===== src/ppm_map.vh =====
// Purpose: Constants for the point-of-load protection manager.
// Assumes: Registers are reached through a plain register port; 8-bit data.
// Notes: Status bits are active low: a zero marks an active event.
// Operation
// RULE_01: Thresholds are percentages of the live setpoint.
// RULE_02: Per-protection latching choice and enable bits.
// RULE_03: Non-latching trip retries every 130 ms.
// RULE_04: Restart ramps per tracking and sequencing.
// RULE_05: Latched trip stays off until cleared.
// RULE_06: Warnings never turn the output off.
// RULE_07: Temperature above 120 C raises warning.
// RULE_08: Warning clears below 117 C only.
// RULE_09: Power-good window 110 percent, low 90/95.
// RULE_10: Power-good armed only in steady state.
// RULE_11: Power-good flag zero while warning active.
// RULE_12: External low on pin is warning.
// RULE_13: Any fault turns the output off.
// RULE_14: Overcurrent armed only above pre-bias voltage.
// RULE_15: Overcurrent plus undervoltage: fast turn-off.
// RULE_16: Current-limit code saturates at Bh.
// RULE_17: Software enable for temperature compensation.
// RULE_18: Undervoltage in steady state: regular turn-off.
// RULE_19: Overvoltage code 110, 120, 130 percent.
// RULE_20: Undervoltage code 75, 80, 85, 90 percent.
// RULE_21: Status bits read zero when active.
// RULE_22: Restart timer restarts at each fault turn-off.
`ifndef PPM_MAP_VH
`define PPM_MAP_VH
`define PPM_ADDR_LIMIT 2'h0
`define PPM_ADDR_LEVEL 2'h1
`define PPM_ADDR_TYPE 2'h2
`define PPM_ADDR_FLAGS 2'h3
`define PPM_RST_LIMIT 8'h1B
`define PPM_RST_LEVEL 8'h08
`define PPM_RST_TYPE 8'h41
`define PPM_CL_MAX 4'hB
`define PPM_BIT_TEMP_COMP 4
`define PPM_BIT_GOOD_LOW 4
`define PPM_BIT_TRACK_EN 7
`define PPM_BIT_OVERCUR_LATCH 3
`define PPM_BIT_UNDERV_LATCH 2
`define PPM_BIT_TEMP_FLAG 7
`define PPM_BIT_GOOD_FLAG 6
`define PPM_BIT_OVERCUR_FLAG 3
`define PPM_BIT_UNDERV_FLAG 2
`define PPM_RETRY_MS 130
`define PPM_CLK_MHZ 250
`define PPM_TEMP_WARN_ON 8'h78
`define PPM_TEMP_WARN_OFF 8'h75
`endif


===== src/ppm_manager.v =====
// Purpose: Protection and fault manager of a point-of-load converter.
// Assumes: Measurements arrive as synchronous digital values from converters.
// Notes: Voltages are in setpoint-relative units; thresholds are percent products.
`include "ppm_map.vh"
`timescale 1ns/1ps
`default_nettype none
module ppm_manager #(
  parameter integer VW = 16,
  parameter integer RETRY_CYCLES = `PPM_RETRY_MS * 1000 * `PPM_CLK_MHZ
)(
  input wire clk_in, // System clock.
  input wire nrst_in, // Synchronous reset, active low.
  input wire [1:0] reg_addr_in, // Register index.
  input wire reg_wr_in, // Register write strobe.
  input wire [7:0] reg_wdata_in, // Write data.
  output reg [7:0] reg_rdata_out, // Read data, registered.
  input wire [VW-1:0] vout_in, // Measured output voltage.
  input wire [VW-1:0] vset_in, // Live output setpoint.
  input wire [VW-1:0] vprebias_in, // Pre-bias voltage at start-up.
  input wire [7:0] temp_in, // Controller temperature in degrees C.
  input wire ilimit_in, // Current limit reached.
  input wire steady_in, // Output at steady state.
  input wire enable_cmd_in, // Turn-on command level.
  input wire power_good_pin_pin_in, // Sensed level of the power-good pin.
  output reg power_good_pin_oe_out, // Pulls the power-good pin low when high.
  output wire power_good_pin_o_out, // Driven pin level, always low.
  output reg conv_on_out, // Converter run request, a level; the ramp is left to tracking.
  output reg fast_off_out, // Both switches off at once.
  output reg [3:0] cl_code_out, // Saturated current-limit code.
  output reg temp_comp_out, // Temperature compensation enable.
  output reg [2:0] load_slope_out, // Load regulation slope code.
  output reg [6:0] ov_pct_out, // Overvoltage percent of setpoint.
  output reg track_en_out, // Tracking fault enabled.
  output reg temp_warn_out, // Temperature warning to power manager.
  output reg pg_warn_out // Power-good warning to power manager.
);
  localparam [1:0] ST_RUN = 2'h0;
  localparam [1:0] ST_RETRY = 2'h1;
  localparam [1:0] ST_LATCH = 2'h2;
  localparam [31:0] RETRY_N = RETRY_CYCLES;

  // True when a write strobe is aimed at the given register index.
  function wr_hit;
    input wr;
    input [1:0] addr;
    input [1:0] target;
    begin
      wr_hit = wr & (addr == target);
    end
  endfunction

  // Percent product of a voltage. Both operands are widened first, so the
  // product cannot wrap and no divider is needed to compare with a threshold.
  function [VW+6:0] pct_scale;
    input [VW-1:0] volts;
    input [6:0] pct;
    begin
      pct_scale = {7'h00, volts} * {{VW{1'b0}}, pct};
    end
  endfunction

  // Current-limit code; anything above the top code is held at the top code.
  function [3:0] cl_sat;
    input [3:0] code;
    begin
      if (code > `PPM_CL_MAX)
        cl_sat = `PPM_CL_MAX;
      else
        cl_sat = code;
    end
  endfunction

  // Undervoltage level select to percent of setpoint.
  function [6:0] uv_decode;
    input [1:0] sel;
    begin
      case (sel)
        2'h0: uv_decode = 7'h4B;
        2'h1: uv_decode = 7'h50;
        2'h2: uv_decode = 7'h55;
        default: uv_decode = 7'h5A;
      endcase
    end
  endfunction

  // Overvoltage level select; the two top codes both mean the highest level.
  function [6:0] ov_decode;
    input [1:0] sel;
    begin
      case (sel)
        2'h0: ov_decode = 7'h6E;
        2'h1: ov_decode = 7'h78;
        default: ov_decode = 7'h82;
      endcase
    end
  endfunction

  reg [7:0] limit_cfg_reg;
  reg [7:0] level_cfg_reg;
  reg [7:0] type_cfg_reg;
  reg overcur_flag_reg;
  reg underv_flag_reg;
  reg [1:0] state_reg;
  reg [31:0] tmr_reg;
  reg en_d_reg;
  reg [6:0] uv_pct;
  reg [6:0] pg_lo_pct;
  wire [VW+6:0] v100;
  wire [VW+6:0] uv_lvl;
  wire [VW+6:0] pg_lo_lvl;
  wire [VW+6:0] pg_hi_lvl;
  wire uv_low;
  wire oc_armed;
  wire oc_ev;
  wire uv_ev;
  wire pg_bad;
  wire fault_ev;
  wire fault_latch;
  wire cond_gone;
  wire tmr_done;
  wire st_wr;
  wire tmr_clear;
  wire latch_release;
  wire pg_blank;
  wire pg_window_bad;
  wire pg_ext_low;
  wire [7:0] status_byte;
  reg recycled_reg;

  assign power_good_pin_o_out = 1'b0;

  // Decode of the undervoltage and overvoltage selects. [RULE_19] [RULE_20]
  always @*
  begin
    uv_pct = uv_decode(level_cfg_reg[1:0]);
    ov_pct_out = ov_decode(level_cfg_reg[3:2]);
    pg_lo_pct = level_cfg_reg[`PPM_BIT_GOOD_LOW] ? 7'h5F : 7'h5A; // [RULE_09]
  end

  // Scaling by 100 avoids a divider; thresholds track the setpoint live. [RULE_01]
  assign v100 = pct_scale(vout_in, 7'h64);
  assign uv_lvl = pct_scale(vset_in, uv_pct);
  assign pg_lo_lvl = pct_scale(vset_in, pg_lo_pct);
  assign pg_hi_lvl = pct_scale(vset_in, 7'h6E);
  assign uv_low = v100 < uv_lvl;
  assign oc_armed = vout_in > vprebias_in; // [RULE_14]
  assign oc_ev = conv_on_out & oc_armed & ilimit_in & uv_low; // [RULE_15]
  assign uv_ev = conv_on_out & steady_in & uv_low & ~oc_ev; // [RULE_18]
  assign pg_bad = (v100 < pg_lo_lvl) | (v100 > pg_hi_lvl);
  assign fault_ev = oc_ev | uv_ev;
  assign fault_latch = (oc_ev & type_cfg_reg[`PPM_BIT_OVERCUR_LATCH]) |
    (uv_ev & type_cfg_reg[`PPM_BIT_UNDERV_LATCH]); // [RULE_02]
  // While the output is off it sits low anyway, so only the current limit can
  // still tell whether the cause of a trip has gone away.
  assign cond_gone = ~ilimit_in;
  assign tmr_done = tmr_reg >= RETRY_N;

  // Strobes and helpers shared by the processes below.
  assign st_wr = wr_hit(reg_wr_in, reg_addr_in, `PPM_ADDR_FLAGS);
  assign tmr_clear = ((state_reg == ST_RUN) & fault_ev) |
    ((state_reg == ST_RETRY) & tmr_done);
  assign latch_release = tmr_done & cond_gone & ((overcur_flag_reg & underv_flag_reg) |
    recycled_reg | (~en_d_reg & enable_cmd_in)); // [RULE_05]
  assign pg_blank = ~steady_in | ~conv_on_out;
  assign pg_window_bad = steady_in & conv_on_out & pg_bad;
  assign pg_ext_low = ~power_good_pin_pin_in & ~power_good_pin_oe_out;
  assign status_byte = {~temp_warn_out, ~pg_warn_out, 2'h3, overcur_flag_reg, underv_flag_reg, 2'h3};

  // Setting outputs drawn from the configuration registers. [RULE_16] [RULE_17]
  always @*
  begin
    cl_code_out = cl_sat(limit_cfg_reg[3:0]);
    temp_comp_out = limit_cfg_reg[`PPM_BIT_TEMP_COMP];
    load_slope_out = limit_cfg_reg[7:5];
    track_en_out = type_cfg_reg[`PPM_BIT_TRACK_EN];
  end

  // Configuration registers; writes land on the edge that sees the strobe.
  always @(posedge clk_in)
  begin
    if (!nrst_in)
    begin
      limit_cfg_reg <= `PPM_RST_LIMIT;
      level_cfg_reg <= `PPM_RST_LEVEL;
      type_cfg_reg <= `PPM_RST_TYPE;
    end
    else
    begin
      if (wr_hit(reg_wr_in, reg_addr_in, `PPM_ADDR_LIMIT))
        limit_cfg_reg <= reg_wdata_in; // [RULE_16] [RULE_17]
      // The top three level bits do not exist and always read zero.
      if (wr_hit(reg_wr_in, reg_addr_in, `PPM_ADDR_LEVEL))
        level_cfg_reg <= {3'h0, reg_wdata_in[4:0]};
      if (wr_hit(reg_wr_in, reg_addr_in, `PPM_ADDR_TYPE))
        type_cfg_reg <= reg_wdata_in; // [RULE_02]
    end
  end

  // Status flags, active low. Writing one clears a flag, but an event in the
  // same cycle wins, so that a fault landing on the clear is never lost. [RULE_21]
  always @(posedge clk_in)
  begin
    if (!nrst_in)
    begin
      overcur_flag_reg <= 1'b1;
      underv_flag_reg <= 1'b1;
    end
    else
    begin
      if (oc_ev)
        overcur_flag_reg <= 1'b0; // [RULE_15]
      else if (st_wr && reg_wdata_in[`PPM_BIT_OVERCUR_FLAG])
        overcur_flag_reg <= 1'b1;
      if (uv_ev)
        underv_flag_reg <= 1'b0; // [RULE_18]
      else if (st_wr && reg_wdata_in[`PPM_BIT_UNDERV_FLAG])
        underv_flag_reg <= 1'b1;
    end
  end

  // Warnings only report; nothing in this process reaches the run request. [RULE_06]
  always @(posedge clk_in)
  begin
    if (!nrst_in)
    begin
      temp_warn_out <= 1'b0;
      pg_warn_out <= 1'b0;
      power_good_pin_oe_out <= 1'b1;
    end
    else
    begin
      // Hysteresis keeps the warning from chattering at the trip point. [RULE_07]
      if (temp_in > `PPM_TEMP_WARN_ON)
        temp_warn_out <= 1'b1;
      else if (temp_in < `PPM_TEMP_WARN_OFF)
        temp_warn_out <= 1'b0; // [RULE_08]
      // The pin stays low while the output moves between levels. [RULE_10]
      power_good_pin_oe_out <= pg_blank | pg_window_bad; // [RULE_09]
      // A low pin that this block does not pull is an outside request. [RULE_12]
      pg_warn_out <= pg_window_bad | pg_ext_low; // [RULE_11]
    end
  end

  // Command history, used to see the turn-on command being cycled.
  always @(posedge clk_in)
  begin
    if (!nrst_in)
      en_d_reg <= 1'b0;
    else
      en_d_reg <= enable_cmd_in;
  end

  // Interval timer. It saturates rather than wraps, so that a long wait never
  // looks like a fresh start; a fault turn-off starts it again. [RULE_22]
  always @(posedge clk_in)
  begin
    if (!nrst_in)
      tmr_reg <= 32'h0;
    else if (tmr_clear)
      tmr_reg <= 32'h0;
    else if (tmr_reg != 32'hFFFFFFFF)
      tmr_reg <= tmr_reg + 32'h1;
  end

  // Restart sequencer. The run request is a level; the ramp that follows it
  // belongs to the tracking and sequencing logic, not to this block.
  always @(posedge clk_in)
  begin
    if (!nrst_in)
    begin
      state_reg <= ST_RUN;
      conv_on_out <= 1'b0;
      fast_off_out <= 1'b0;
      recycled_reg <= 1'b0;
    end
    else
    begin
      case (state_reg)
        ST_RUN:
        begin
          conv_on_out <= enable_cmd_in;
          if (enable_cmd_in)
            fast_off_out <= 1'b0;
          recycled_reg <= 1'b0;
          if (fault_ev)
          begin
            conv_on_out <= 1'b0; // [RULE_13]
            fast_off_out <= oc_ev; // [RULE_15]
            if (fault_latch)
              state_reg <= ST_LATCH;
            else
              state_reg <= ST_RETRY;
          end
        end
        ST_RETRY:
        begin
          // Each interval the output is simply tried again; a cause that is
          // still there trips it again, which is how the retry repeats. [RULE_03]
          if (tmr_done)
          begin
            state_reg <= ST_RUN;
            conv_on_out <= enable_cmd_in; // [RULE_04]
            fast_off_out <= 1'b0;
          end
        end
        ST_LATCH:
        begin
          // A command cycled during the wait is remembered until the wait ends.
          if (!en_d_reg && enable_cmd_in)
            recycled_reg <= 1'b1;
          if (latch_release)
          begin
            state_reg <= ST_RUN;
            conv_on_out <= enable_cmd_in; // [RULE_05]
            fast_off_out <= 1'b0;
          end
        end
        default:
        begin
          state_reg <= ST_RUN;
          conv_on_out <= 1'b0;
        end
      endcase
    end
  end

  // Registered read answer; the status byte is built active low. [RULE_21]
  always @(posedge clk_in)
  begin
    if (!nrst_in)
      reg_rdata_out <= 8'h00;
    else
    begin
      case (reg_addr_in)
        `PPM_ADDR_LIMIT: reg_rdata_out <= limit_cfg_reg;
        `PPM_ADDR_LEVEL: reg_rdata_out <= level_cfg_reg;
        `PPM_ADDR_TYPE: reg_rdata_out <= type_cfg_reg;
        default: reg_rdata_out <= status_byte;
      endcase
    end
  end
endmodule
`default_nettype wire


===== config.mk =====
export PLATFORM = sky130hd
export DESIGN_NAME = ppm_manager
export DESIGN_NICKNAME = d
export VERILOG_FILES = /design/src/ppm_manager.v
export VERILOG_INCLUDE_DIRS = /design/src
export SDC_FILE = /design/constraint.sdc
export NUM_CORES = 1
export LEC_CHECK = 0
export ABC_CLOCK_PERIOD_IN_PS = 19100
export BUFFER_PORTS_ARGS = -buffer_cell sky130_fd_sc_hd__buf_2
export CAP_MARGIN = 20
export CORE_UTILIZATION = 45
export CTS_BUF_LIST = sky130_fd_sc_hd__clkbuf_8
export DETAILED_ROUTE_END_ITERATION = 7
export GPL_TIMING_DRIVEN = 0
export SLEW_MARGIN = 20
export SYNTH_ARGS = -nofsm -noshare
export SYNTH_HDL_FRONTEND = slang
export SYNTH_SLANG_ARGS = --single-unit

===== constraint.sdc =====
create_clock -name clk_in -period 19.1 [get_ports clk_in]
set_clock_uncertainty 0.05 [all_clocks]
set_input_delay 0.955 -clock clk_in [delete_from_list [all_inputs] [get_ports clk_in]]
set_output_delay 0.955 -clock clk_in [all_outputs]
set_load 0.01 [all_outputs]

; After elaboration in Yosys (flattened, before gate mapping)
; Index checks and enable logic that the tools add are counted.
[totals]
regBits = 72
in_bits = 73
output_inout_bits = 30
[classes]
addsub = 1
n_mul = 4
magnitude_cmp = 8
n_eq_ne = 14
n_mux = 27
bitwise = 39
reduce_logical = 18
[op_table]
columns = op, n
row1 = 23-bit < comparator, 2
row2 = 16-bit by 7-bit multiplier with 23-bit output, 2
row3 = "32-bit by 1-bit adder with 32-bit output, second input constant", 1
row4 = "32-bit by 25-bit >= comparator with 1-bit output, second input constant", 1
row5 = "32-bit != test, second input constant", 1
row6 = 8-bit case mux with 3 select lines, 1
row7 = 23-bit greater-than comparator, 1
row8 = "16-bit by 6-bit multiplier with 22-bit output, second input constant", 1
row9 = "16-bit by 5-bit multiplier with 21-bit output, second input constant", 1
row10 = 1-bit AND, 20
row11 = 16-bit greater-than comparator, 1
row12 = 5-bit case mux with 3 select lines, 1
row13 = 1-bit 2-to-1 mux, 14
row14 = 7-bit case mux with 2 select lines, 1
row15 = 1-bit NOT, 10
row16 = 1-bit OR, 9
row17 = "2-bit by 1-bit equality test with 1-bit output, second input constant", 4
row18 = "2-bit equality test, second input constant", 4
row19 = "8-bit by 7-bit greater-than comparator with 1-bit output, second input constant", 1
row20 = 2-bit logical NOT, 4
row21 = "8-bit by 7-bit < comparator with 1-bit output, second input constant", 1
row22 = 2-bit 2-to-1 mux, 4
row23 = "2-bit != test, second input constant", 4
row24 = 2-bit nonzero test, 4
row25 = 14 further kinds, 18

; Logic depth before layout (Yosys ltp)
[depth]
ltp_word = 12
mapped_depth = 31
mapped_depth_nobuf = 29

; Worst setup path before layout
; Ideal clock, no wire load.
[synth_path]
kind = flip-flop to flip-flop
start = register level_cfg_reg[0]
end = register tmr_reg[13]
arrival_ns = 6.781
required_ns = 18.935
setup_slack_ns = 12.154
stages_incl_launch_ff = 29
n_path_buf = 2
period_less_slack_ns = 6.946
cell_sequence = dfxtp_1 > inv_1 > ha_1 > clkbuf_1 > nand2b_1 > fa_1 > inv_1 > fa_1 > fa_1 > inv_1 > fa_1 > inv_1 > ha_1 > a2111oi_2 > o2111ai_1 > a311oi_1 > o21bai_1 > a21oi_1 > xor2_1 > ha_1 > a21o_1 > a21oi_1 > o2111ai_1 > a211oi_1 > a21oi_2 > a21o_4 > o221ai_4 > buf_6 > nor2_1
[synth_via]
elab_chain_cells = 11
[synth_lines]
columns = item, line_no
row1 = "start, declared", ppm_manager.v:99  ; reg [7:0] level_cfg_reg;
row2 = "start signal, assigned", ppm_manager.v:184  ; level_cfg_reg <= `PPM_RST_LEVEL;
row3 = "start signal, assigned", ppm_manager.v:193  ; level_cfg_reg <= {3'h0, reg_wdata_in[4:0]};
row4 = 2-bit equality test (tied with other cells), ppm_manager.v:77  ; case (sel)
row5 = 5-bit case mux with 3 select lines *, ppm_manager.v:77
row6 = 16-bit by 7-bit multiplier with 23-bit output *, ppm_manager.v:58  ; pct_scale = {7'h00, volts} * {{VW{1'b0}}, pct};
row7 = 23-bit < comparator *, ppm_manager.v:145  ; assign uv_low = v100 < uv_lvl;
row8 = 1-bit AND, ppm_manager.v:147  ; assign oc_ev = conv_on_out & oc_armed & ilimit_in & uv_low;
row9 = 1-bit NOT, ppm_manager.v:148  ; assign uv_ev = conv_on_out & steady_in & uv_low & ~oc_ev;
row10 = 1-bit AND, ppm_manager.v:148
row11 = 1-bit OR *, ppm_manager.v:150  ; assign fault_ev = oc_ev | uv_ev;
row12 = 1-bit AND *, ppm_manager.v:160  ; assign tmr_clear = ((state_reg == ST_RUN) & fault_ev) |
row13 = 1-bit OR *, ppm_manager.v:160
row14 = 2-bit OR reduction (no line) *, n/a
row15 = "end signal, assigned", ppm_manager.v:262  ; tmr_reg <= tmr_reg + 32'h1;
row16 = "end, declared", ppm_manager.v:104  ; reg [31:0] tmr_reg;
; Mark *: on every way between the ends. The rest lies on a longest branch, timed or not.
; A chain may end at the register's enable or synchronous reset.

; Final worst setup path
[layout_path]
start = register level_cfg_reg[1]
end = register tmr_reg[4]
; The elaborated chain is that of the path after synthesis.

==> key figures <==
Timing
  – Hold WS: 415.0 ps
  – Hold Vio Cnt, Final: 0
  – Worst Tran Pin Value: 780.9 ps
  – Fin crit share: 0.4323
  – Final slew viol count: 0
  – Final TNS setup: 0 ps
  – Setup-failing EPs final: 0
  – Fmax: 0.1211 GHz
  – Post-layout min period: 8257 ps
  – Unrepaired setup endpoints after global routing: false
  – Slew headroom: 0.4759

Synthesis
  – Main synth FF type: dfxtp_1
  – Synthesized flop and latch total: 72
  – Most common cell in the netlist: inv_1
  – Synth async-reset ratio: 0
  – Synth cell types: 81
  – Commonest cells in the netlist: inv_1, ha_1, fa_1, nor2_1, nand2_1
  – Post-Syn Area per Cell: 8.941 sq um
  – Post-synth top area cell: ha_1
  – Register area share after synthesis: 0.09939
  – Post-synth top area share: 0.2528
  – Mapped Cells: 1622
  – Mapped Area: 14500 sq um
  – Top cells by area, synth: ha_1, fa_1, dfxtp_1
  – YS warnings: 0
  – Post-synth EDFFs: 0

Detailed routing
  – TritonRoute pass-1 iters: 5
  – Residual DRC: 0
  – Via count: 11010
  – Drt wl/cell: 15.30 microns
  – Post-DR vias/cell: 5.146
  – Antenna Nets Post-Route: 0
  – Final WL: 32750 microns
  – DR iter-0 viols: 536

Global routing
  – Antenna violations before repair: 1
  – Largest net degree at the start of global routing: 15
  – GRT overflow: 0
  – First-pass GRT wire length: 54250 microns
  – Vias in the first global route: 10620
  – Total GRT Usage: 0.2047

Critical path
  – Slowest stage cell, crit path: o21ai_0
  – WP data arrival: 8440 ps
  – Crit path top cell by count: fa_1
  – R2r setup slk: 10840 ps
  – Crit end category: register
  – R2r startpoint: level_cfg_reg[1]
  – R2R depth: 28
  – CP startpoint kind: register
  – CP max FO: 10
  – Worst EP required: 19280 ps
  – Crit path largest cell delay: 550 ps
  – Critical path class: reg2reg
  – Reg-to-Reg End: tmr_reg[4]

Placed design
  – Placed inst area: 15500 sq um
  – Placed cell count: 2124
  – DP HPWL: 27470 microns
  – Port Buf Inserts: 99
  – Routability Congestion: 0.8442

Floorplan
  – Std cell rows: 65
  – # IOs: 103
  – Initial core utilization: 0.4584
  – Die Wd: 181.5 microns
  – Total core area: 31640 sq um
  – Die area: 32950 sq um
  – Die H: 181.5 microns

Clock network
  – Clock transition at the registers of the reported paths: 70 ps
  – Maximum clock path buffer count: 2
  – Later-pin clock latency in the skew report: 350 ps
  – Root buf cell: clkbuf_8
  – PostCTS Resize Cnt: 0
  – H-Tree Depth: 3
  – Setup Fix Bufs, Post-CTS: 0
  – CTS Buf Count: 9
  – CTS tree: yes
  – CTS Sinks: 72
  – CTS Hold Bufs: 0

Pwr
  – Pwr Density: 106.9 nW/um^2
  – Internal: 0.0008338 W
  – Sw Ratio: 0.5029
  – Lkg Pwr: 8.310 nW
  – NetSw: 0.0008436 W
  – Clk pwr share: 0.070
  – Worst IR Drop VDD: 0.06293 mV
  – Sequential share of power: 0.101
  – Logic pwr share: 0.829

Final layout
  – Post-route insts no fill: 2140
  – Design area: 15690 sq um
  – Fillers: 3034
  – Largest register FFs: 32
  – Layout cells sized above 1: 0.09557
  – Final net count: 2254
  – Layout overhead on the synthesized area: 8.213%

Min path
  – Worst min-delay path class: reg2reg
  – Worst min-delay path endpoint: fast_off_out
  – Hold depth: 2
  – Min-delay src: fast_off_out

Status
  – Status: finished, final reports clean

Flow run
  – Max Cap Viol: 0
area by class of cell:
| cell class | count | area, sq um | area share |
|---|---|---|---|
| Antenna cell | 1 | 2.502 | 0.0001595 |
| Inverter | 307 | 1152 | 0.07343 |
| Clock buffer | 10 | 137.6 | 0.008770 |
| Timing Repair Buffer | 99 | 495.5 | 0.03157 |
| Sequential cell | 72 | 1441 | 0.09184 |
| Tap cell | 402 | 503.0 | 0.03205 |
| Buffer | 27 | 165.2 | 0.01052 |
| Clock inverter | 5 | 48.80 | 0.003109 |
| Multi-Input combinational cell | 1217 | 11750 | 0.7485 |
kinds of logic (layout without fill, tap and decap cells):
family | after synthesis | in the layout | synth area share
simple gates | 377 | 377 | 0.1363
compound gates | 259 | 259 | 0.1229
fa+ha+maj | 448 | 448 | 0.4667
mux | 29 | 29 | 0.02200
other cells | 1 | 3 | 0.0002586
buf+inv | 334 | 448 | 0.09085
xor+xnor | 102 | 102 | 0.06160
flops | 72 | 72 | 0.09939
worst max path at each step:
stage	from	end	slack, ps	cells past startpoint
floorplan	level_cfg_reg[0]	tmr_reg[13]	12150	28
global placement	vset_in[2]	tmr_reg[15]	10990	29
detailed placement	vset_in[2]	tmr_reg[15]	10930	29
CTS	level_cfg_reg[1]	tmr_reg[4]	10930	28
global route	level_cfg_reg[0]	tmr_reg[4]	10330	29
finish	level_cfg_reg[1]	tmr_reg[4]	10840	28
placed cells by master, fill, tap and decap left out, types with 14 or more instances in the layout:
| cell | n |
|---|---|
| xor2_1 | 53 |
| nand2b_1 | 27 |
| clkbuf_1 | 14 |
| nor2b_1 | 26 |
| nand3_1 | 26 |
| fa_1 | 155 |
| nand2_1 | 79 |
| a21o_1 | 47 |
| and2_1 | 30 |
| a21oi_1 | 71 |
| nor2_1 | 103 |
| ha_1 | 293 |
| buf_2 | 99 |
| mux2i_1 | 24 |
| o21a_1 | 16 |
| inv_1 | 308 |
| nand4_1 | 23 |
| dfxtp_1 | 72 |
| o21ai_0 | 43 |
| xnor2_1 | 49 |
power groups by stage:
stage	registers, W	clock network [W]	logic, W
after detailed placement	0.000173	0	0.00138
after floorplan	0.000170	0	0.00108
after global routing	0.000170	0.000126	0.00160
after global placement	0.000172	0	0.00135
after CTS	0.000169	0.000120	0.00139
final	0.000169	0.000117	0.00139
through the flow:
| step | utilization | worst slack [ps] | power [W] |
|---|---|---|---|
| 3_3_place_gp | 0.4901 | 10990 | 0.001519 |
| 2_1_floorplan | - | 12150 | 0.001247 |
| 6_report | 0.4961 | 10840 | 0.001677 |
| 5_1_grt | 0.4961 | 10330 | 0.001898 |
| 3_5_place_dp | 0.4901 | 10930 | 0.001548 |
| 4_1_cts | 0.4960 | 10930 | 0.001678 |
per-layer routing:
metal  global-route usage  part of all wire  vias to the layer above
met5                    0                 0                        -
met4              0.02542            0.0077                        0
met3              0.01785             0.022                       17
met2               0.3346              0.46                      120
met1               0.3002              0.51                     5274
li1                     -                 -                     5602
critical path: cells and delay by family (launching register included):
kind | cells | cell delay (ps)
AO/OA/AOI/OAI | 13 | 3370
adder cells (fa/ha/maj) | 7 | 3090
buffers and inverters | 5 | 840
flip-flops | 1 | 410
AND/OR/NAND/NOR | 2 | 210
XOR/XNOR | 1 | 160
Power figures use the tool's default switching activity.
